$ cat src/design/gci_pkg.sv
// Constants, register map and carrier types for the gauge control input block.
package gci_pkg;

    localparam int         CLK_MHZ          = 100;
    localparam int         ADDR_W           = 4;

    localparam logic [3:0] ADDR_CONFIG      = 4'h0;
    localparam logic [3:0] ADDR_COMMAND     = 4'h4;
    localparam logic [3:0] ADDR_STATUS      = 4'h8;

    localparam logic [1:0] RESP_OKAY        = 2'h0;
    localparam logic [1:0] RESP_SLVERR      = 2'h2;

    localparam logic [1:0] SEL_DIGITAL      = 2'h0;
    localparam logic [1:0] SEL_PANEL        = 2'h1;
    localparam logic [1:0] SEL_SERIAL       = 2'h2;

    localparam logic [3:0] DEGAS_MIN_MINUTES = 4'h2;
    localparam logic [3:0] DEGAS_MAX_MINUTES = 4'hA;
    localparam logic [9:0] SECS_PER_MINUTE   = 10'h03C;

    localparam int         IN_GAUGE         = 0;
    localparam int         IN_DEGAS         = 1;
    localparam int         IN_EMIS          = 2;
    localparam int         IN_PANEL         = 3;
    localparam logic [5:0] PINS_RELEASED    = 6'h3F;

    localparam int         DEBOUNCE_US      = 10000;
    localparam int         DEBOUNCE_CYCLES  = DEBOUNCE_US * CLK_MHZ;
    localparam int         SECOND_US        = 1000000;
    localparam int         SECOND_CYCLES    = SECOND_US * CLK_MHZ;

    typedef struct packed {
        logic [3:0] degas_minutes;
        logic [1:0] control_interface_select;
    } gci_config_type;

    localparam gci_config_type CONFIG_RST = '{degas_minutes: 4'h2, control_interface_select: 2'h0};

    typedef struct packed {
        logic emis_high;
        logic gauge_on;
    } gci_cmd_type;

    localparam gci_cmd_type COMMAND_RST = '{emis_high: 1'b0, gauge_on: 1'b0};
    localparam int          CMD_DEGAS_BIT = 2;

    typedef struct packed {
        logic [9:0] secs_left;
        logic [5:0] inputs_active;
        logic       emis_high;
        logic       degas_active;
        logic       gauge_active;
    } gci_status_type;

endpackage : gci_pkg

$ cat src/design/gci_control.sv
// Gauge control inputs: pin debouncing, interface selection, degas timer and AXI4-Lite registers.
//
// Functional notes
// RQ1: The gauge and filament stay on for as long as the gauge-on input is held at ground.
// RQ2: Releasing the ground on the gauge-on input turns the gauge and filament off.
// RQ3: Grounding the degas input starts a degas cycle.
// RQ4: A started degas cycle runs for the configured two to ten minutes even if the input is released.
// RQ5: A new degas cycle needs the degas input released and grounded again, so a held ground never retriggers.
// RQ6: The high emission current is selected while the emission input is grounded, the low one otherwise.
// RQ7: The degas status output transistor is on exactly while a degas cycle is active.
// RQ8: The gauge status output transistor is on exactly while the gauge and filament are active.
// RQ9: Only the configured control interface commands the unit and requests from the others are ignored.
// RQ10: Gauge, emission and degas are each controllable from the inputs, the serial commands or the panel.
// RQ11: After power-up the unit is off and stays off until explicitly activated.
// RQ12: Every discrete input is synchronised and debounced before it is acted upon.
//
// The register offsets and register access over AXI4-Lite are this design's own decisions.
`timescale 1ns/1ns
module gci_control #(
    parameter int DEBOUNCE_CYCLES = gci_pkg::DEBOUNCE_CYCLES,
    parameter int SECOND_CYCLES   = gci_pkg::SECOND_CYCLES
) (
    input  wire logic                       aclk,
    input  wire logic                       aresetn,
    input  wire logic [gci_pkg::ADDR_W-1:0] awaddr,
    input  wire logic                       awvalid,
    output logic                            awready,
    input  wire logic [31:0]                wdata,
    input  wire logic [3:0]                 wstrb,
    input  wire logic                       wvalid,
    output logic                            wready,
    output logic [1:0]                      bresp,
    output logic                            bvalid,
    input  wire logic                       bready,
    input  wire logic [gci_pkg::ADDR_W-1:0] araddr,
    input  wire logic                       arvalid,
    output logic                            arready,
    output logic [31:0]                     rdata,
    output logic [1:0]                      rresp,
    output logic                            rvalid,
    input  wire logic                       rready,
    input  wire logic [2:0]                 din_n,
    input  wire logic [2:0]                 panel_n,
    output logic                            filament_on,
    output logic                            emis_high,
    output logic                            degas_active,
    output logic                            gauge_stat_out,
    output logic                            gauge_stat_oe_n,
    output logic                            degas_stat_out,
    output logic                            degas_stat_oe_n
);

    localparam int DW = $clog2(DEBOUNCE_CYCLES + 1);
    localparam int TW = $clog2(SECOND_CYCLES + 1);

    // Compares the word index of an address with a register offset.
    function automatic logic addr_hit(input logic [gci_pkg::ADDR_W-1:0] a, input logic [3:0] off);
        return a[gci_pkg::ADDR_W-1:2] == off[gci_pkg::ADDR_W-1:2];
    endfunction : addr_hit

    // Clamps the configured duration to the legal range and converts it to seconds.
    function automatic logic [9:0] degas_secs(input logic [3:0] minutes);
        logic [3:0] m;
        m = minutes;
        if (m < gci_pkg::DEGAS_MIN_MINUTES) begin
            m = gci_pkg::DEGAS_MIN_MINUTES;
        end else if (m > gci_pkg::DEGAS_MAX_MINUTES) begin
            m = gci_pkg::DEGAS_MAX_MINUTES;
        end
        return 10'(10'(m) * gci_pkg::SECS_PER_MINUTE);
    endfunction : degas_secs

    logic [5:0]              pin_n;
    logic [5:0]              sync1_ff;
    logic [5:0]              sync2_ff;
    logic [5:0]              level_n;
    logic [5:0]              press;
    logic [5:0]              press_ff;
    logic [5:0]              press_edge;

    // Two flip-flops bring the pins into the clock domain.
    assign pin_n = {panel_n, din_n};

    always_ff @(posedge aclk) begin
        if (!aresetn) begin
            sync1_ff <= gci_pkg::PINS_RELEASED;
            sync2_ff <= gci_pkg::PINS_RELEASED;
        end else begin
            sync1_ff <= pin_n; // [RQ12]
            sync2_ff <= sync1_ff;
        end
    end

    // A level is accepted once it has held unchanged for the debounce time.
    for (genvar i = 0; i < 6; i++) begin : g_deb
        logic [DW-1:0] cnt_ff;
        logic          stab_ff;
        wire           differ = sync2_ff[i] != stab_ff;
        wire           done   = cnt_ff == DW'(DEBOUNCE_CYCLES - 1);

        always_ff @(posedge aclk) begin
            if (!aresetn) begin
                cnt_ff  <= '0;
                stab_ff <= 1'b1;
            end else begin
                cnt_ff  <= (!differ || done) ? '0 : DW'(cnt_ff + 1'b1); // [RQ12]
                stab_ff <= (differ && done) ? sync2_ff[i] : stab_ff;
            end
        end

        assign level_n[i] = stab_ff;
    end

    assign press      = ~level_n;
    assign press_edge = press & ~press_ff;

    always_ff @(posedge aclk) begin
        if (!aresetn) begin
            press_ff <= '0;
        end else begin
            press_ff <= press;
        end
    end

    gci_pkg::gci_config_type cfg_ff;
    gci_pkg::gci_cmd_type    cmd_ff;
    logic                    ser_degas_ff;
    logic                    gauge_ff;
    logic                    emis_ff;
    logic                    degas_ff;
    logic [9:0]              secs_ff;
    logic [TW-1:0]           tick_ff;

    wire sel_dig = cfg_ff.control_interface_select == gci_pkg::SEL_DIGITAL;
    wire sel_pan = cfg_ff.control_interface_select == gci_pkg::SEL_PANEL;
    wire sel_ser = cfg_ff.control_interface_select == gci_pkg::SEL_SERIAL;

    // Only the selected source steers the unit; an illegal select holds gauge and emission and starts no degas.
    wire nxt_gauge = sel_dig ? press[gci_pkg::IN_GAUGE] :                           // [RQ1] [RQ2]
                     sel_pan ? gauge_ff ^ press_edge[gci_pkg::IN_PANEL + gci_pkg::IN_GAUGE] :
                     sel_ser ? cmd_ff.gauge_on : gauge_ff;                          // [RQ9] [RQ10]
    wire nxt_emis  = sel_dig ? press[gci_pkg::IN_EMIS] :                            // [RQ6]
                     sel_pan ? emis_ff ^ press_edge[gci_pkg::IN_PANEL + gci_pkg::IN_EMIS] :
                     sel_ser ? cmd_ff.emis_high : emis_ff;                          // [RQ10]
    wire degas_req = sel_dig ? press_edge[gci_pkg::IN_DEGAS] :                      // [RQ3] [RQ5]
                     sel_pan ? press_edge[gci_pkg::IN_PANEL + gci_pkg::IN_DEGAS] :
                     sel_ser ? ser_degas_ff : 1'b0;                                 // [RQ9]

    wire degas_start = degas_req && !degas_ff;
    wire tick        = tick_ff == TW'(SECOND_CYCLES - 1);
    wire last_sec    = secs_ff == 10'h001;

    wire [TW-1:0] nxt_tick  = (!degas_ff || tick) ? '0 : TW'(tick_ff + 1'b1);
    wire [9:0]    nxt_secs  = degas_start ? degas_secs(cfg_ff.degas_minutes) :     // [RQ4]
                              (degas_ff && tick) ? 10'(secs_ff - 1'b1) : secs_ff;
    wire          nxt_degas = degas_start ? 1'b1 : (tick && last_sec) ? 1'b0 : degas_ff;

    always_ff @(posedge aclk) begin
        if (!aresetn) begin
            gauge_ff <= 1'b0; // [RQ11]
            emis_ff  <= 1'b0;
            degas_ff <= 1'b0;
            secs_ff  <= '0;
            tick_ff  <= '0;
        end else begin
            gauge_ff <= nxt_gauge;
            emis_ff  <= nxt_emis;
            degas_ff <= nxt_degas; // [RQ4]
            secs_ff  <= nxt_secs;
            tick_ff  <= nxt_tick;
        end
    end

    assign filament_on     = gauge_ff;
    assign emis_high       = emis_ff;
    assign degas_active    = degas_ff;
    assign gauge_stat_out  = 1'b0;
    assign gauge_stat_oe_n = ~gauge_ff; // [RQ8]
    assign degas_stat_out  = 1'b0;
    assign degas_stat_oe_n = ~degas_ff; // [RQ7]

    logic                      aw_got_ff;
    logic                      w_got_ff;
    logic [gci_pkg::ADDR_W-1:0] awaddr_ff;
    logic [31:0]               wdata_ff;
    logic                      wstrb0_ff;
    logic                      bvalid_ff;
    logic [1:0]                bresp_ff;
    logic                      rvalid_ff;
    logic [1:0]                rresp_ff;
    logic [31:0]               rdata_ff;

    assign awready = !aw_got_ff && !bvalid_ff;
    assign wready  = !w_got_ff && !bvalid_ff;
    assign arready = !rvalid_ff;

    wire                       aw_hs    = awvalid && awready;
    wire                       w_hs     = wvalid && wready;
    wire                       ar_hs    = arvalid && arready;
    wire [gci_pkg::ADDR_W-1:0] wr_addr  = aw_hs ? awaddr : awaddr_ff;
    wire [31:0]                wr_data  = w_hs ? wdata : wdata_ff;
    wire                       wr_strb0 = w_hs ? wstrb[0] : wstrb0_ff;
    wire                       wr_go    = (aw_got_ff || aw_hs) && (w_got_ff || w_hs);

    wire wr_cfg  = wr_go && wr_strb0 && addr_hit(wr_addr, gci_pkg::ADDR_CONFIG);
    wire wr_cmd  = wr_go && wr_strb0 && addr_hit(wr_addr, gci_pkg::ADDR_COMMAND);
    wire wr_map  = addr_hit(wr_addr, gci_pkg::ADDR_CONFIG) || addr_hit(wr_addr, gci_pkg::ADDR_COMMAND)
                   || addr_hit(wr_addr, gci_pkg::ADDR_STATUS);

    gci_pkg::gci_status_type status;

    assign status = '{secs_left: secs_ff, inputs_active: press, emis_high: emis_ff,
                      degas_active: degas_ff, gauge_active: gauge_ff};

    wire        rd_cfg  = addr_hit(araddr, gci_pkg::ADDR_CONFIG);
    wire        rd_cmd  = addr_hit(araddr, gci_pkg::ADDR_COMMAND);
    wire        rd_stat = addr_hit(araddr, gci_pkg::ADDR_STATUS);
    wire [31:0] rd_data = rd_cfg  ? 32'(cfg_ff) :
                          rd_cmd  ? 32'(cmd_ff) :
                          rd_stat ? 32'(status) : 32'h0000_0000;

    always_ff @(posedge aclk) begin
        if (!aresetn) begin
            aw_got_ff <= 1'b0;
            w_got_ff  <= 1'b0;
            awaddr_ff <= '0;
            wdata_ff  <= '0;
            wstrb0_ff <= 1'b0;
            bvalid_ff <= 1'b0;
            bresp_ff  <= gci_pkg::RESP_OKAY;
        end else begin
            aw_got_ff <= !wr_go && (aw_got_ff || aw_hs);
            w_got_ff  <= !wr_go && (w_got_ff || w_hs);
            awaddr_ff <= wr_addr;
            wdata_ff  <= wr_data;
            wstrb0_ff <= wr_strb0;
            bvalid_ff <= wr_go || (bvalid_ff && !bready);
            bresp_ff  <= wr_go ? (wr_map ? gci_pkg::RESP_OKAY : gci_pkg::RESP_SLVERR) : bresp_ff;
        end
    end

    // Serial commands land in the command register; its degas bit is a one-cycle request.
    always_ff @(posedge aclk) begin
        if (!aresetn) begin
            cfg_ff       <= gci_pkg::CONFIG_RST;
            cmd_ff       <= gci_pkg::COMMAND_RST;
            ser_degas_ff <= 1'b0;
        end else begin
            cfg_ff       <= wr_cfg ? gci_pkg::gci_config_type'(wr_data[5:0]) : cfg_ff;
            cmd_ff       <= wr_cmd ? gci_pkg::gci_cmd_type'(wr_data[1:0]) : cmd_ff; // [RQ10]
            ser_degas_ff <= wr_cmd && wr_data[gci_pkg::CMD_DEGAS_BIT];
        end
    end

    always_ff @(posedge aclk) begin
        if (!aresetn) begin
            rvalid_ff <= 1'b0;
            rresp_ff  <= gci_pkg::RESP_OKAY;
            rdata_ff  <= '0;
        end else begin
            rvalid_ff <= ar_hs || (rvalid_ff && !rready);
            rresp_ff  <= ar_hs ? ((rd_cfg || rd_cmd || rd_stat) ? gci_pkg::RESP_OKAY
                                                                 : gci_pkg::RESP_SLVERR) : rresp_ff;
            rdata_ff  <= ar_hs ? rd_data : rdata_ff;
        end
    end

    assign bvalid = bvalid_ff;
    assign bresp  = bresp_ff;
    assign rvalid = rvalid_ff;
    assign rresp  = rresp_ff;
    assign rdata  = rdata_ff;
endmodule : gci_control

$ cat config.mk
export PLATFORM = sky130hd
export DESIGN_NAME = gci_control
export DESIGN_NICKNAME = d
export VERILOG_FILES = /design/src/design/gci_pkg.sv /design/src/design/gci_control.sv
export SDC_FILE = /design/constraint.sdc
export NUM_CORES = 1
export LEC_CHECK = 0
export BUFFER_PORTS_ARGS = -buffer_cell sky130_fd_sc_hd__clkbuf_2
export CAP_MARGIN = 25
export CORE_MARGIN = 2
export CORE_UTILIZATION = 63
export CTS_CLUSTER_DIAMETER = 120
export CTS_CLUSTER_SIZE = 12
export DETAILED_ROUTE_END_ITERATION = 8
export GPL_ROUTABILITY_DRIVEN = 0
export GPL_TIMING_DRIVEN = 0
export PLACE_DENSITY = 0.85
export SKIP_LAST_GASP = 1
export SYNTH_ARGS = -nofsm -noshare
export SYNTH_HDL_FRONTEND = slang
export SYNTH_SLANG_ARGS = --single-unit
$ cat constraint.sdc
create_clock -name aclk -period 4.2 [get_ports aclk]
set_input_delay 0.42 -clock aclk [delete_from_list [all_inputs] [get_ports aclk]]
set_output_delay 0.42 -clock aclk [all_outputs]
set_load 0.1 [all_outputs]
# Word level (Yosys, flattened, before mapping)

Index checks and enable logic that the tools add are counted.

Register bits: 244
Latch bits: 0
RAM bits: 0
Bits in read-only memories: 0
Bits of input ports: 57
Output and inout bits: 48
Logic and storage cells: 165
Memories: 0

$add $sub $neg: 8
Multipliers: 1
Div/mod/pow operators: 0
Order comparisons: 2
Equality and inequality tests: 20
Shift-type cells: 0
Mux-type cells: 23
Bitwise gates (word level): 8
Reduce and logical (&&, ||, !) cells: 66

Operators with widths:

| operator              | number |
|---|---|
| $add 20x1->20 const B | 6 |
| $eq 20x20->1 const B  | 6 |
| $mux 19               | 3 |
| $add 27x1->27 const B | 1 |
| $eq 27x27->1 const B  | 1 |
| $logic_and 1x1->1     | 23 |
| $mux 10               | 2 |
| $reduce_or 2->1       | 8 |
| $logic_or 1x1->1      | 15 |
| $logic_not 1->1       | 14 |
| $mux 1                | 12 |
| $mux 4                | 3 |
| $not 6->6             | 2 |
| $eq 10x1->1 const B   | 1 |
| $sub 10x1->10 const B | 1 |
| $mul 4x4->8 const B   | 1 |
| $and 6x6->6           | 1 |
| $eq 2x1->1 const B    | 3 |
| $eq 2x2->1 const B    | 3 |
| $logic_not 2->1       | 3 |
| $mux 6                | 1 |
| $ne 1x1->1            | 6 |
| $gt 4x4->1 const B    | 1 |
| $lt 4x2->1 const B    | 1 |
| 5 further kinds       | 10 |

# Longest topological paths before layout

Gate-level depths: netlist (run 1).

Depth in word-level cells: 8
Depth in mapped cells: 13
Gate-level depth less buffers: 13

# Worst setup path before layout (run 1)

Ideal clock, no wire load.

Path type: flip-flop to flip-flop
Start point: register degas_ff (netlist: degas_active)
End point: register secs_ff[1]
Library setup time: 0.064 ns
Arrival: 2.768 ns
Path slack: 1.368 ns
Stages on the path, launching flop included: 6
Path buffers: 1
Clock period less this slack: 2.832 ns
Cells stage by stage: dfxtp_1 -> clkbuf_1 -> inv_1 -> nor4_1 -> mux2_2 -> nor2_1

Word-level cells in the longest chain between the ends: 3

Ends and longest elaborated chain:

| element                   | RTL line           | text |
|---|---|---|
| start, declared           | gci_control.sv:130 | `logic degas_ff;` |
| start signal, assigned    | gci_control.sv:168 | `degas_ff <= nxt_degas;` |
| $logic_not 1->1           | gci_control.sv:149 | `wire degas_start = degas_req && !degas_ff;` |
| $logic_and 1x1->1         | gci_control.sv:149 |  |
| $reduce_or 2->1 (no line) | --                 |  |
| end signal, assigned      | gci_control.sv:169 | `secs_ff <= nxt_secs;` |
| end, declared             | gci_control.sv:131 | `logic [9:0] secs_ff;` |

Parallel ways exist; a longest one is shown, timed or not.
A chain may end at the register's enable or synchronous reset.

# Final worst setup path (run 1)

Start point: register cfg_ff[5] (netlist bit)
End point: register secs_ff[8]

Word-level cells in the longest chain between the ends: 5

Ends and longest elaborated chain:

| element                | RTL line           | text |
|---|---|---|
| start, declared        | gci_control.sv:125 | `gci_pkg::gci_config_type cfg_ff;` |
| start signal, assigned | gci_control.sv:245 | `cfg_ff <= gci_pkg::CONFIG_RST;` |
| start signal, assigned | gci_control.sv:249 | `cfg_ff <= wr_cfg ? gci_pkg::gci_config_type'(wr_data[5:0]) : cfg_ff;` |
| $gt 4x4->1             | gci_control.sv:67  | `end else if (m > gci_pkg::DEGAS_MAX_MINUTES) begin` |
| $mux 4                 | gci_control.sv:67  |  |
| $mux 4 *               | gci_control.sv:65  | `if (m < gci_pkg::DEGAS_MIN_MINUTES) begin` |
| $mul 4x4->8 *          | gci_control.sv:70  | `return 10'(10'(m) * gci_pkg::SECS_PER_MINUTE);` |
| $mux 10 *              | gci_control.sv:154 | `wire [9:0] nxt_secs = degas_start ? degas_secs(cfg_ff.degas_minutes) :` |

Mark *: on every way between the ends. The rest lies on a longest branch, timed or not.

==> run summary, run 1 <==
HP Class = in2reg
Most common cell after layout, fill and taps aside = dfxtp_1
Post-synth EDFFs = 0
Rel. slew slack = 0.400
Asr flop ratio synth = 0
Vias after detailed routing = 8114
Unique cell type count in the Yosys netlist = 50
Crit path cell chain = xor2_1, nand2_1, inv_1, fa_1, inv_1, fa_1, inv_1, fa_1, inv_1, a21o_1, a21oi_1, xor2_1, a211oi_1
Layout fillers = 1173
Fin. max-slew vios = 0
Later-pin clock latency in the skew report = 0.50 ns
Starting Density = 0.636
Total CTS buffers = 22
CP Capture Type = flip-flop
Mapped Area = 0.00999 mm2
Final worst-path cycle share = 0.724
YS warnings = 0
Final instance area = 0.0112 mm2
Initial antenna violation count = 0
FP Rows = 46
FF/Latch Area = 0.00450 mm2
Power share of the combinational group = 0.066
Placed Instances = 1424
Global route total overflow = 0
Sw Ratio = 0.235
Largest net degree at the start of global routing = 13
Setup TNS = 0 ns
Fmax = 329 MHz
Synth Area in Adders = 0.0351
Die width = 130 um
Sequential power share = 0.521
Crit-path slowest cell = fa_1
Most frequent cells in the layout = dfxtp_1, nor2_1, xor2_1
Clock network power share = 0.413
Die Y = 130 um
Status = complete, no violations
Largest family of logic cells by synthesized area = simple AND/OR/NAND/NOR gates
Max Cap Viol = 0
Post-CTS Hold Fix Bufs = 0
First-pass GRT wire length = 35.3 mm
Post-detailed-route count of antenna-violating nets = 0
First-pass DRT Iterations = 5
Placement Cell Area = 0.0106 mm2
Clk root buf = clkbuf_16
CTS resizes = 0
Slew at the pin closest to its max-slew limit = 0.891 ns
Layout cells sized above 1 = 0.0916
Psw = 978 uW
Diodes inserted = 0
Crit-path most repeated cell = inv_1
Reg clk slew, reported paths = 0.06 ns
Vias per cell = 5.60
XOR/XNOR share of the synthesized area = 0.125
Nets = 1315
Die area = 0.0169 mm2
RSZ-0062 raised after global routing = false
Synth Area in Simple Gates = 0.269
Post-synthesis mux area share = 0.0278
Worst EP arrival = 3.46 ns
Vias in the first global route = 7820
Maximum root-to-sink buffer count = 3
Worst setup SP type = flip-flop
Post-Syn Area per Cell = 8.77 um2
HPWL after detailed placement = 15.1 mm
IO Count = 105
Critical path class = reg2reg
Final min period = 3.04 ns
DRT iter0 DRCs = 428
Worst VDD drop = 312 uV
Final hold violations = 0
# DRC = 0
Post-CTS setup buffers = 0
Routed wire length = 21.3 mm
Crit path required time = 4.62 ns
Cell Pwr Density = 372 mW/mm2
Flops & latches, synth = 225
Core Box Area = 0.0157 mm2
CTS tree = built
Clock Skews = 0.00557 ns
Syn Inst Count = 1138
Post-synthesis compound-gate area fraction = 0.0481
H-Tree Depth = 1
Port bufs = 54
Layout area overhead = 11.9%
Area occupied by multi-input gates = 0.00511 mm2
Post-route insts no fill = 1449
Final setup fails = 0
Leak = 4.11 nW
Ys flop type = dfxtp_1
Internal power = 3.18 mW
Register area share after synthesis = 0.451
CP peak stage delay = 0.51 ns
GRT Total Usage = 0.254
Clock sink total = 225
Routed WL per cell = 14.7 um
CP Max Fanout = 6
cell families after synthesis:
logic type | count (synthesis)
fa+ha+maj | 25
other cells | 1
xor+xnor | 143
flops | 225
mux | 27
buf+inv | 96
simple gates | 547
compound gates | 74
critical path: cells and delay by family, from the launching register on:
kind	cells	cell delay, ns
and+or+nand+nor	1	0.18
DFF	1	0.37
adders and majority gates	3	1.42
buffers and inverters	4	0.27
xor gates and xnor gates	2	0.33
AOI/OAI and AO/OA	3	0.39
worst paths after layout:
path / end / slack [ns] / from / depth (start not counted)
min reg2reg: sync2_ff[4]$_SDFF_PN1_ / 0.42 / sync1_ff[4]$_SDFF_PN1_ / 1
max reg2reg: secs_ff[8]$_SDFFE_PN0P_ / 1.16 / cfg_ff[5]$_SDFFE_PN0P_ / 13
max: secs_ff[8]$_SDFFE_PN0P_ / 1.16 / cfg_ff[5]$_SDFFE_PN0P_ / 13
min: sync1_ff[0]$_SDFF_PN1_ / 0.09 / din_n[0] / 2
registers in the layout (all words and copies together), names as in the netlist, 2 cells and up:
name and count:
wdata_ff 6, awaddr_ff 2, sync1_ff 6, cfg_ff 6, g_deb.cnt_ff 120, tick_ff 27, press_ff 4, sync2_ff 6
secs_ff 10, g_deb.stab_ff 6, rdata 19, cmd_ff 2
per-layer routing:
metal | global-route usage | share of wire | up-vias
li1 | - | - | 4002
met1 | 0.306 | 0.42 | 3835
met2 | 0.451 | 0.49 | 209
met3 | 0.0402 | 0.049 | 68
met4 | 0.108 | 0.042 | 0
met5 | 0 | 0 | -
power by group through the flow:
stage | Combinational [mW] | Sequential (mW) | Clock, mW
after global routing | 0.293 | 2.17 | 1.81
after global placement | 0.267 | 2.21 | 0
after detailed placement | 0.271 | 2.22 | 0
after floorplan | 0.198 | 2.23 | 0
after CTS | 0.273 | 2.17 | 1.74
final | 0.274 | 2.17 | 1.72
cell type report:
| class | instances | area share |
|---|---|---|
| clock buffer | 23 | 0.0515 |
| clock inverter | 1 | 0.000448 |
| buffer | 56 | 0.0252 |
| multi-input combinational | 833 | 0.457 |
| sequential | 225 | 0.403 |
| tap | 216 | 0.0242 |
| timing repair buffer | 55 | 0.0246 |
| inverter | 40 | 0.0134 |
stage by stage:
stage                     worst slack (ns)  utilization  total power, mW  hold WS, ns
after global placement                1.20        0.674             2.48        0.388
after floorplan                       1.37            -             2.43        0.386
final                                 1.16        0.711             4.16       0.0937
after CTS                             1.15        0.711             4.18       0.0909
after global routing                 0.896        0.711             4.27        0.103
after detailed placement              1.16        0.674             2.49        0.398
synth_stat cells, types with 2 or more instances:
master,n,area share
dfxtp_1,225,0.45
nor2_1,214,0.080
xor2_1,90,0.079
nand2_1,77,0.029
nand3_1,70,0.035
xnor2_1,53,0.046
inv_1,40,0.015
nand4_1,40,0.025
clkbuf_1,36,0.014
and3_1,30,0.019
mux2i_1,21,0.021
ha_1,20,0.025
buf_4,19,0.014
nor3_1,19,0.0095
o21ai_0,18,0.0090
and4_1,15,0.013
a21oi_1,14,0.0070
a22oi_1,14,0.011
nand2b_1,13,0.0081
nor4_1,13,0.0081
nor4b_1,13,0.011
or3_1,13,0.0081
and2_1,10,0.0063
mux2_2,6,0.0068
nor3b_1,6,0.0045
fa_1,5,0.010
a211oi_1,4,0.0030
a31oi_1,4,0.0025
nand4b_1,4,0.0035
o31ai_1,4,0.0030
a21o_1,3,0.0023
o21a_1,3,0.0023
or2_2,3,0.0019
o22ai_1,2,0.0013
or3_2,2,0.0015
No activity file was read; power rests on OpenSTA's default activity.
==> run 2, diff against run 1 <==
ABC_AREA = 1   (was unset)
CORE_UTILIZATION = 54   (was 63)
PLACE_DENSITY = 0.77   (was 0.85)
clock period = 2.6 ns   (was 4.2 ns; I/O delays follow)
==> run 2 against run 1 <==
Compared with the run above:
- the run now ends with negative setup slack left
- critical endpoint unchanged
- clock-buffer cell count did not move
- routed wire length rose by 14%
- clock skew rose by 0.0019 ns
- critical path type unchanged
- sequential power rose by 65%
- die area rose by 29%
- synthesized cell count rose by 35%
==> run summary, run 2 <==
Status = finished, violations left (was complete, no violations)
Failing checks = negative setup slack
Nets = 1728 (was 1315)
Post-Syn Area per Cell = 7.23 um2 (was 8.77 um2)
Final hold violations = 0 (unchanged)
Crit path cell chain = buf_4, nor2_1, nor3_4, inv_1, fa_1, inv_2, fa_1, inv_1, fa_2, inv_1, nand2_1, nand2_1, nand2_1, nand2_1, nand2_1, nand2_1, nand2_1, nand2_1, nand2_1, inv_1, nor2_1 (was xor2_1, nand2_1, inv_1, fa_1, inv_1, fa_1, inv_1, fa_1, inv_1, a21o_1, a21oi_1, xor2_1, a211oi_1)
Unique cell type count in the Yosys netlist = 49 (was 50)
Clock Skews = 0.00745 ns (was 0.00557 ns)
Clk root buf = clkbuf_16 (unchanged)
Final setup fails = 5 (was 0)
Rel. slew slack = 0.548 (was 0.400)
Maximum root-to-sink buffer count = 3 (unchanged)
Fmax = 326 MHz (was 329 MHz)
Worst EP arrival = 3.47 ns (was 3.46 ns)
CTS tree = built (unchanged)
Mapped Area = 0.0111 mm2 (was 0.00999 mm2)
Crit path required time = 3.00 ns (was 4.62 ns)
Largest net degree at the start of global routing = 13 (unchanged)
WHS Endpoint = wstrb0_ff$_SDFF_PN0_ (was sync1_ff[0]$_SDFF_PN1_)
Most common cell after layout, fill and taps aside = nand2_1 (was dfxtp_1)
Flops & latches, synth = 225 (unchanged)
Most flops, register = g_deb.cnt_ff (unchanged)
FP Rows = 52 (was 46)
Final worst-path cycle share = 1.18 (was 0.724)
HP Class = in2reg (unchanged)
IO Count = 105 (unchanged)
YS warnings = 0 (unchanged)
Total CTS buffers = 22 (unchanged)
Core Box Area = 0.0202 mm2 (was 0.0157 mm2)
Layout cells sized above 1 = 0.134 (was 0.0916)
GRT Total Usage = 0.223 (was 0.254)
Crit-path slowest cell = fa_1 (unchanged)
CP Max Fanout = 3 (was 6)
Leak = 4.84 nW (was 4.11 nW)
Crit-path most repeated cell = nand2_1 (was inv_1)
First-pass GRT wire length = 41.1 mm (was 35.3 mm)
Critical path class = reg2reg (unchanged)
Post-synth EDFFs = 0 (unchanged)
# DRC = 0 (unchanged)
Syn Inst Count = 1535 (was 1138)
H-Tree Depth = 1 (unchanged)
Fin. max-slew vios = 0 (unchanged)
Vias after detailed routing = 9858 (was 8114)
Later-pin clock latency in the skew report = 0.51 ns (was 0.50 ns)
Routed WL per cell = 12.6 um (was 14.7 um)
Reg clk slew, reported paths = 0.06 ns (about the same)
Layout area overhead = 13.7% (was 11.9%)
Die Y = 147 um (was 130 um)
Pre-CTS setup slack = -0.642 ns (was 1.16 ns)
Routed wire length = 24.2 mm (was 21.3 mm)
Register area share after synthesis = 0.406 (was 0.451)
Worst VDD drop = 407 uV (was 312 uV)
Critical R2R Capture = secs_ff[8]$_SDFFE_PN0P_ (unchanged)
Top cell type's share of synthesized area = 0.406 (was 0.451)
Worst flop-to-flop path startpoint = cfg_ff[3]$_SDFFE_PN1P_ (was cfg_ff[5]$_SDFFE_PN0P_)
RSZ-0062 raised after global routing = true (was false)
CP Capture Type = flip-flop (unchanged)
Number of flip-flops in the largest register = 120 (unchanged)
DRT iter0 DRCs = 519 (was 428)
R2r setup slk = -0.47 ns (was 1.16 ns)
Layout fillers = 1819 (was 1173)
Cell Pwr Density = 591 mW/mm2 (was 372 mW/mm2)
Asr flop ratio synth = 0 (unchanged)
Vias per cell = 5.15 (was 5.60)
Synth area leader = dfxtp_1 (unchanged)
Diodes inserted = 0 (unchanged)
Worst setup SP type = flip-flop (unchanged)
Die width = 147 um (was 130 um)
Max Cap Viol = 0 (unchanged)
Hold_sp = wstrb[0] (was din_n[0])
Pwr Total = 7.46 mW (was 4.16 mW)
First-pass DRT Iterations = 5 (unchanged)
Hold Crit Depth = 3 (was 2)
Commonest cells in the netlist = nand2_1, nor2_1, dfxtp_1 (was dfxtp_1, nor2_1, xor2_1)
Starting Density = 0.550 (was 0.636)
Post-detailed-route count of antenna-violating nets = 0 (unchanged)
Clock sink total = 225 (unchanged)
Die area = 0.0217 mm2 (was 0.0169 mm2)
Vias in the first global route = 9139 (was 7820)
HPWL after detailed placement = 17.8 mm (was 15.1 mm)
Most frequent cell after synthesis = nand2_1 (was dfxtp_1)
Fin worst setup slack = -0.467 ns (was 1.16 ns)
Port bufs = 53 (was 54)
Initial antenna violation count = 0 (unchanged)
Most frequent cells in the layout = nand2_1, nor2_1, dfxtp_1 (was dfxtp_1, nor2_1, xor2_1)
Slew at the pin closest to its max-slew limit = 0.677 ns (was 0.891 ns)
Worst reg2reg path depth = 21 (was 13)
Largest cells by area after synthesis = dfxtp_1, nand2_1, nor2_1 (was dfxtp_1, nor2_1, xor2_1)
Ys flop type = dfxtp_1 (unchanged)
CP peak stage delay = 0.50 ns (was 0.51 ns)
Final min period = 3.07 ns (was 3.04 ns)
Global route total overflow = 0 (unchanged)
[run 2: cell count changes after synthesis, sizes merged, moves of 16 or more]
cell	previous run	this run
nor2	214	284
nand4	40	60
clkbuf	36	8
inv	40	192
xnor2	53	29
nand2	77	306
buf	20	37
xor2	90	43
or3	16	0
mux2i	21	3
a21oi	14	66
and3	30	2
or2	4	31
nor3	19	63
[run 2: layout make-up]
type | count | area, um2 | area share
clock inverter | 1 | 5.00 | 0.000397
multi-input combinational | 1088 | 5740 | 0.455
inverter | 193 | 731 | 0.0579
sequential | 225 | 4520 | 0.358
tap | 270 | 338 | 0.0268
clock buffer | 23 | 576 | 0.0456
buffer | 45 | 293 | 0.0232
timing repair buffer | 71 | 419 | 0.0332
[run 2: logic make-up (layout without fill, tap and decap cells)]
kind of cell,count (synthesis),count (layout),synth area share
buffers and inverters,238,333,0.0918
AND/OR/NAND/NOR,845,845,0.345
multiplexers,4,4,0.00372
AO/OA/AOI/OAI,125,125,0.0642
adder cells (fa/ha/maj),25,25,0.0316
other,1,17,0.000338
flip-flops,225,225,0.406
XOR/XNOR,72,72,0.0569
[run 2: worst max-delay path, delay by kind of cell (launching register included)]
family                   cells  cell delay (ns)
adder cells (fa/ha/maj)      3             1.33
AND/OR/NAND/NOR             12             0.86
buffers and inverters        6             0.40
flip-flops                   1             0.37
[run 2: layer usage]
metal | vias to the layer above | global-route usage | wire [um]
met4 | 0 | 0.0813 | 689
met5 | - | 0 | 0
met3 | 58 | 0.0370 | 1410
met2 | 229 | 0.384 | 11400
li1 | 5104 | - | -
met1 | 4467 | 0.283 | 10700
[run 2: what timing repair did]
action | CTS | global route
endpoints found under the hold margin | 6 | 0
buffers inserted | 11 | 1
setup endpoints to repair | 5 | 5
resized for setup | 26 | 2
pin swaps | 11 | 3
hold buffers | 6 | 0
[run 2: how the worst max path moves through the flow]
| stage | depth (start not counted) | startpoint | end |
|---|---|---|---|
| 6_report | 21 | cfg_ff[3]$_SDFFE_PN1P_ | secs_ff[8]$_SDFFE_PN0P_ |
| 5_1_grt | 22 | cfg_ff[4]$_SDFFE_PN0P_ | secs_ff[8]$_SDFFE_PN0P_ |
| 4_1_cts | 22 | cfg_ff[4]$_SDFFE_PN0P_ | secs_ff[8]$_SDFFE_PN0P_ |
| 3_5_place_dp | 22 | cfg_ff[5]$_SDFFE_PN0P_ | secs_ff[8]$_SDFFE_PN0P_ |
| 3_3_place_gp | 21 | cfg_ff[4]$_SDFFE_PN0P_ | secs_ff[8]$_SDFFE_PN0P_ |
| 2_1_floorplan | 22 | cfg_ff[3]$_SDFFE_PN1P_ | secs_ff[8]$_SDFFE_PN0P_ |
[run 2: per-stage QoR]
stage | instances | area, um2 | hold slack, ns | utilization | setup TNS, ns
CTS | 1915 | 12600 | 0.00964 | 0.625 | -1.40
detailed placement | 1874 | 11800 | 0.399 | 0.584 | -2.30
global placement | 1874 | 11800 | 0.397 | 0.584 | -2.03
finish | 1916 | 12600 | 0.0175 | 0.625 | -1.77
floorplan | 1551 | 11200 | 0.367 | - | -0.986
global route | 1916 | 12600 | 0.0165 | 0.625 | -2.57
[run 2: power by group]
part | switching, mW | internal, mW | total (mW)
Combinational | 0.778 | 0.313 | 1.09
Clock | 1.24 | 1.55 | 2.79
Sequential | 0.0588 | 3.51 | 3.57
==> run 3, diff against run 2 <==
BUFFER_PORTS_ARGS = -buffer_cell sky130_fd_sc_hd__buf_2   (was -buffer_cell sky130_fd_sc_hd__clkbuf_2)
SETUP_SLACK_MARGIN = 0.1   (was unset)
==> run 3 against run 2 <==
Compared with the run above:
- the run still ends with negative setup slack left
- cell count about the same
- register-to-register slack about the same
- routed wire length increased by 1.1%
- global-route usage increased by 0.23 points
- clock skew increased by 0.0070 ns
- worst setup slack improved by 0.014 ns
- power decreased by 0.28%
- first-iteration DRC count decreased by 6.2%
- sequential share of layout area about the same
- critical path depth decreased by 5
- combinational power about the same
==> run summary, run 3 (synthesized netlist as in run 2, its figures left out) <==
Layout cells sized above 1 = 0.135 (was 0.134)
CP Capture Type = flip-flop (unchanged)
Pre-CTS setup slack = -0.536 ns (was -0.642 ns)
CP Max Fanout = 3 (unchanged)
Failing checks = negative setup slack (unchanged)
Status = finished, violations left (unchanged)
Clock sink total = 225 (unchanged)
Number of flip-flops in the largest register = 120 (unchanged)
Routed wire length = 24.5 mm (was 24.2 mm)
Critical path class = reg2reg (unchanged)
Most common cell after layout, fill and taps aside = nand2_1 (unchanged)
Worst EP arrival = 3.49 ns (was 3.47 ns)
Diodes inserted = 0 (unchanged)
Vias per cell = 5.16 (was 5.15)
Global route total overflow = 0 (unchanged)
Fin. max-slew vios = 0 (unchanged)
Clock Skews = 0.0145 ns (was 0.00745 ns)
Pwr Total = 7.44 mW (was 7.46 mW)
Most flops, register = g_deb.cnt_ff (unchanged)
DRT iter0 DRCs = 487 (was 519)
Hold Crit Depth = 4 (was 3)
Final hold violations = 0 (unchanged)
Fin worst setup slack = -0.453 ns (was -0.467 ns)
Initial antenna violation count = 0 (unchanged)
Worst flop-to-flop path startpoint = cfg_ff[2]$_SDFFE_PN0P_ (was cfg_ff[3]$_SDFFE_PN1P_)
Worst reg2reg path depth = 16 (was 21)
Rel. slew slack = 0.532 (was 0.548)
IO Count = 105 (unchanged)
# DRC = 0 (unchanged)
Core Box Area = 0.0202 mm2 (unchanged)
Layout area overhead = 13.5% (was 13.7%)
RSZ-0062 raised after global routing = true (unchanged)
Worst VDD drop = 366 uV (was 407 uV)
Die Y = 147 um (unchanged)
FP Rows = 52 (unchanged)
Final worst-path cycle share = 1.17 (was 1.18)
Vias after detailed routing = 9895 (was 9858)
Final min period = 3.05 ns (was 3.07 ns)
Largest net degree at the start of global routing = 13 (unchanged)
Port bufs = 53 (unchanged)
Starting Density = 0.550 (unchanged)
Worst setup SP type = flip-flop (unchanged)
Nets = 1729 (was 1728)
Most frequent cells in the layout = nand2_1, nor2_1, dfxtp_1 (unchanged)
Clk root buf = clkbuf_16 (unchanged)
Total CTS buffers = 22 (unchanged)
Vias in the first global route = 9210 (was 9139)
HPWL after detailed placement = 17.8 mm (about the same)
Die area = 0.0217 mm2 (unchanged)
Final setup fails = 5 (unchanged)
Maximum root-to-sink buffer count = 3 (unchanged)
Final instance area = 0.0126 mm2 (about the same)
Hold_sp = bready (was wstrb[0])
Die width = 147 um (unchanged)
GRT Total Usage = 0.226 (was 0.223)
CP startpoint = cfg_ff[2]$_SDFFE_PN0P_ (was cfg_ff[3]$_SDFFE_PN1P_)
Fin Hold WS = 0.0112 ns (was 0.0175 ns)
Crit path required time = 3.04 ns (was 3.00 ns)
Max Cap Viol = 0 (unchanged)
First-pass DRT Iterations = 7 (was 5)
Reg clk slew, reported paths = 0.06 ns (about the same)
Fmax = 328 MHz (was 326 MHz)
HP Class = in2reg (unchanged)
Setup TNS = -1.76 ns (was -1.77 ns)
Leak = 4.84 nW (about the same)
Post-detailed-route count of antenna-violating nets = 0 (unchanged)
Routed WL per cell = 12.8 um (was 12.6 um)
Later-pin clock latency in the skew report = 0.51 ns (about the same)
H-Tree Depth = 1 (unchanged)
Placement Cell Area = 0.0118 mm2 (about the same)
Cell Pwr Density = 591 mW/mm2 (about the same)
First-pass GRT wire length = 41.4 mm (was 41.1 mm)
CTS tree = built (unchanged)
Slew at the pin closest to its max-slew limit = 0.702 ns (was 0.677 ns)
run 3: cell count changes in the layout (fill, tap and decap cells not counted), sizes merged:
cell,delta
buf,+54
clkbuf,-53
clkinvlp,+1
inv,-1
run 3: per-stage QoR:
stage               instances   util
finish                   1917  0.624
global route             1917  0.624
CTS                      1914  0.622
detailed placement       1874  0.585
global placement         1874  0.585
floorplan                1551      -
run 3: path summary, 6_finish.rpt:
path	to	slack (ns)
worst max-delay path	secs_ff[6]$_SDFFE_PN0P_	-0.45
worst min-delay path	bvalid$_SDFF_PN0_	0.01
worst max register to register	secs_ff[6]$_SDFFE_PN0P_	-0.45
worst min register to register	sync2_ff[3]$_SDFF_PN1_	0.41
run 3: per-layer routing:
| metal | vias up | GRT usage | part of all wire |
|---|---|---|---|
| met5 | - | 0 | 0 |
| met4 | 0 | 0.0644 | 0.023 |
| met3 | 45 | 0.0335 | 0.054 |
| met2 | 247 | 0.396 | 0.48 |
| met1 | 4514 | 0.289 | 0.44 |
| li1 | 5089 | - | - |
run 3: where the power goes:
group | switching (mW) | internal, mW | total [mW]
sequential | 0.0564 | 3.52 | 3.57
clock | 1.23 | 1.55 | 2.78
combinational | 0.776 | 0.309 | 1.08
run 3: final cells by class:
class	count	area, um2
timing repair buffer	72	427
clock buffer	23	576
inverter	193	734
multi-input combinational	1088	5700
clock inverter	1	5.00
fill	1799	7580
sequential	225	4510
tap	270	338
buffer	45	293
run 3: timing repair:
item                                   4_1_cts  5_1_grt
setup endpoints to repair                    5        5
resized for setup                           16        7
hold buffers                                 6        0
setup buffers                               10        3
pin swaps                                   12       14
endpoints found under the hold margin        6        0
run 3: worst max-delay path, stage by stage (launching register included):
cell and delay, ns:
dfxtp_2 0.35, buf_4 0.13, inv_1 0.06, nor3_2 0.23, inv_1 0.08, fa_1 0.49, inv_2 0.05, fa_1 0.52
inv_2 0.05, fa_2 0.35, buf_4 0.15, buf_4 0.13, xnor2_1 0.16, nand2_1 0.08, nand2_1 0.06, nand3_1 0.06
nand2_1 0.06
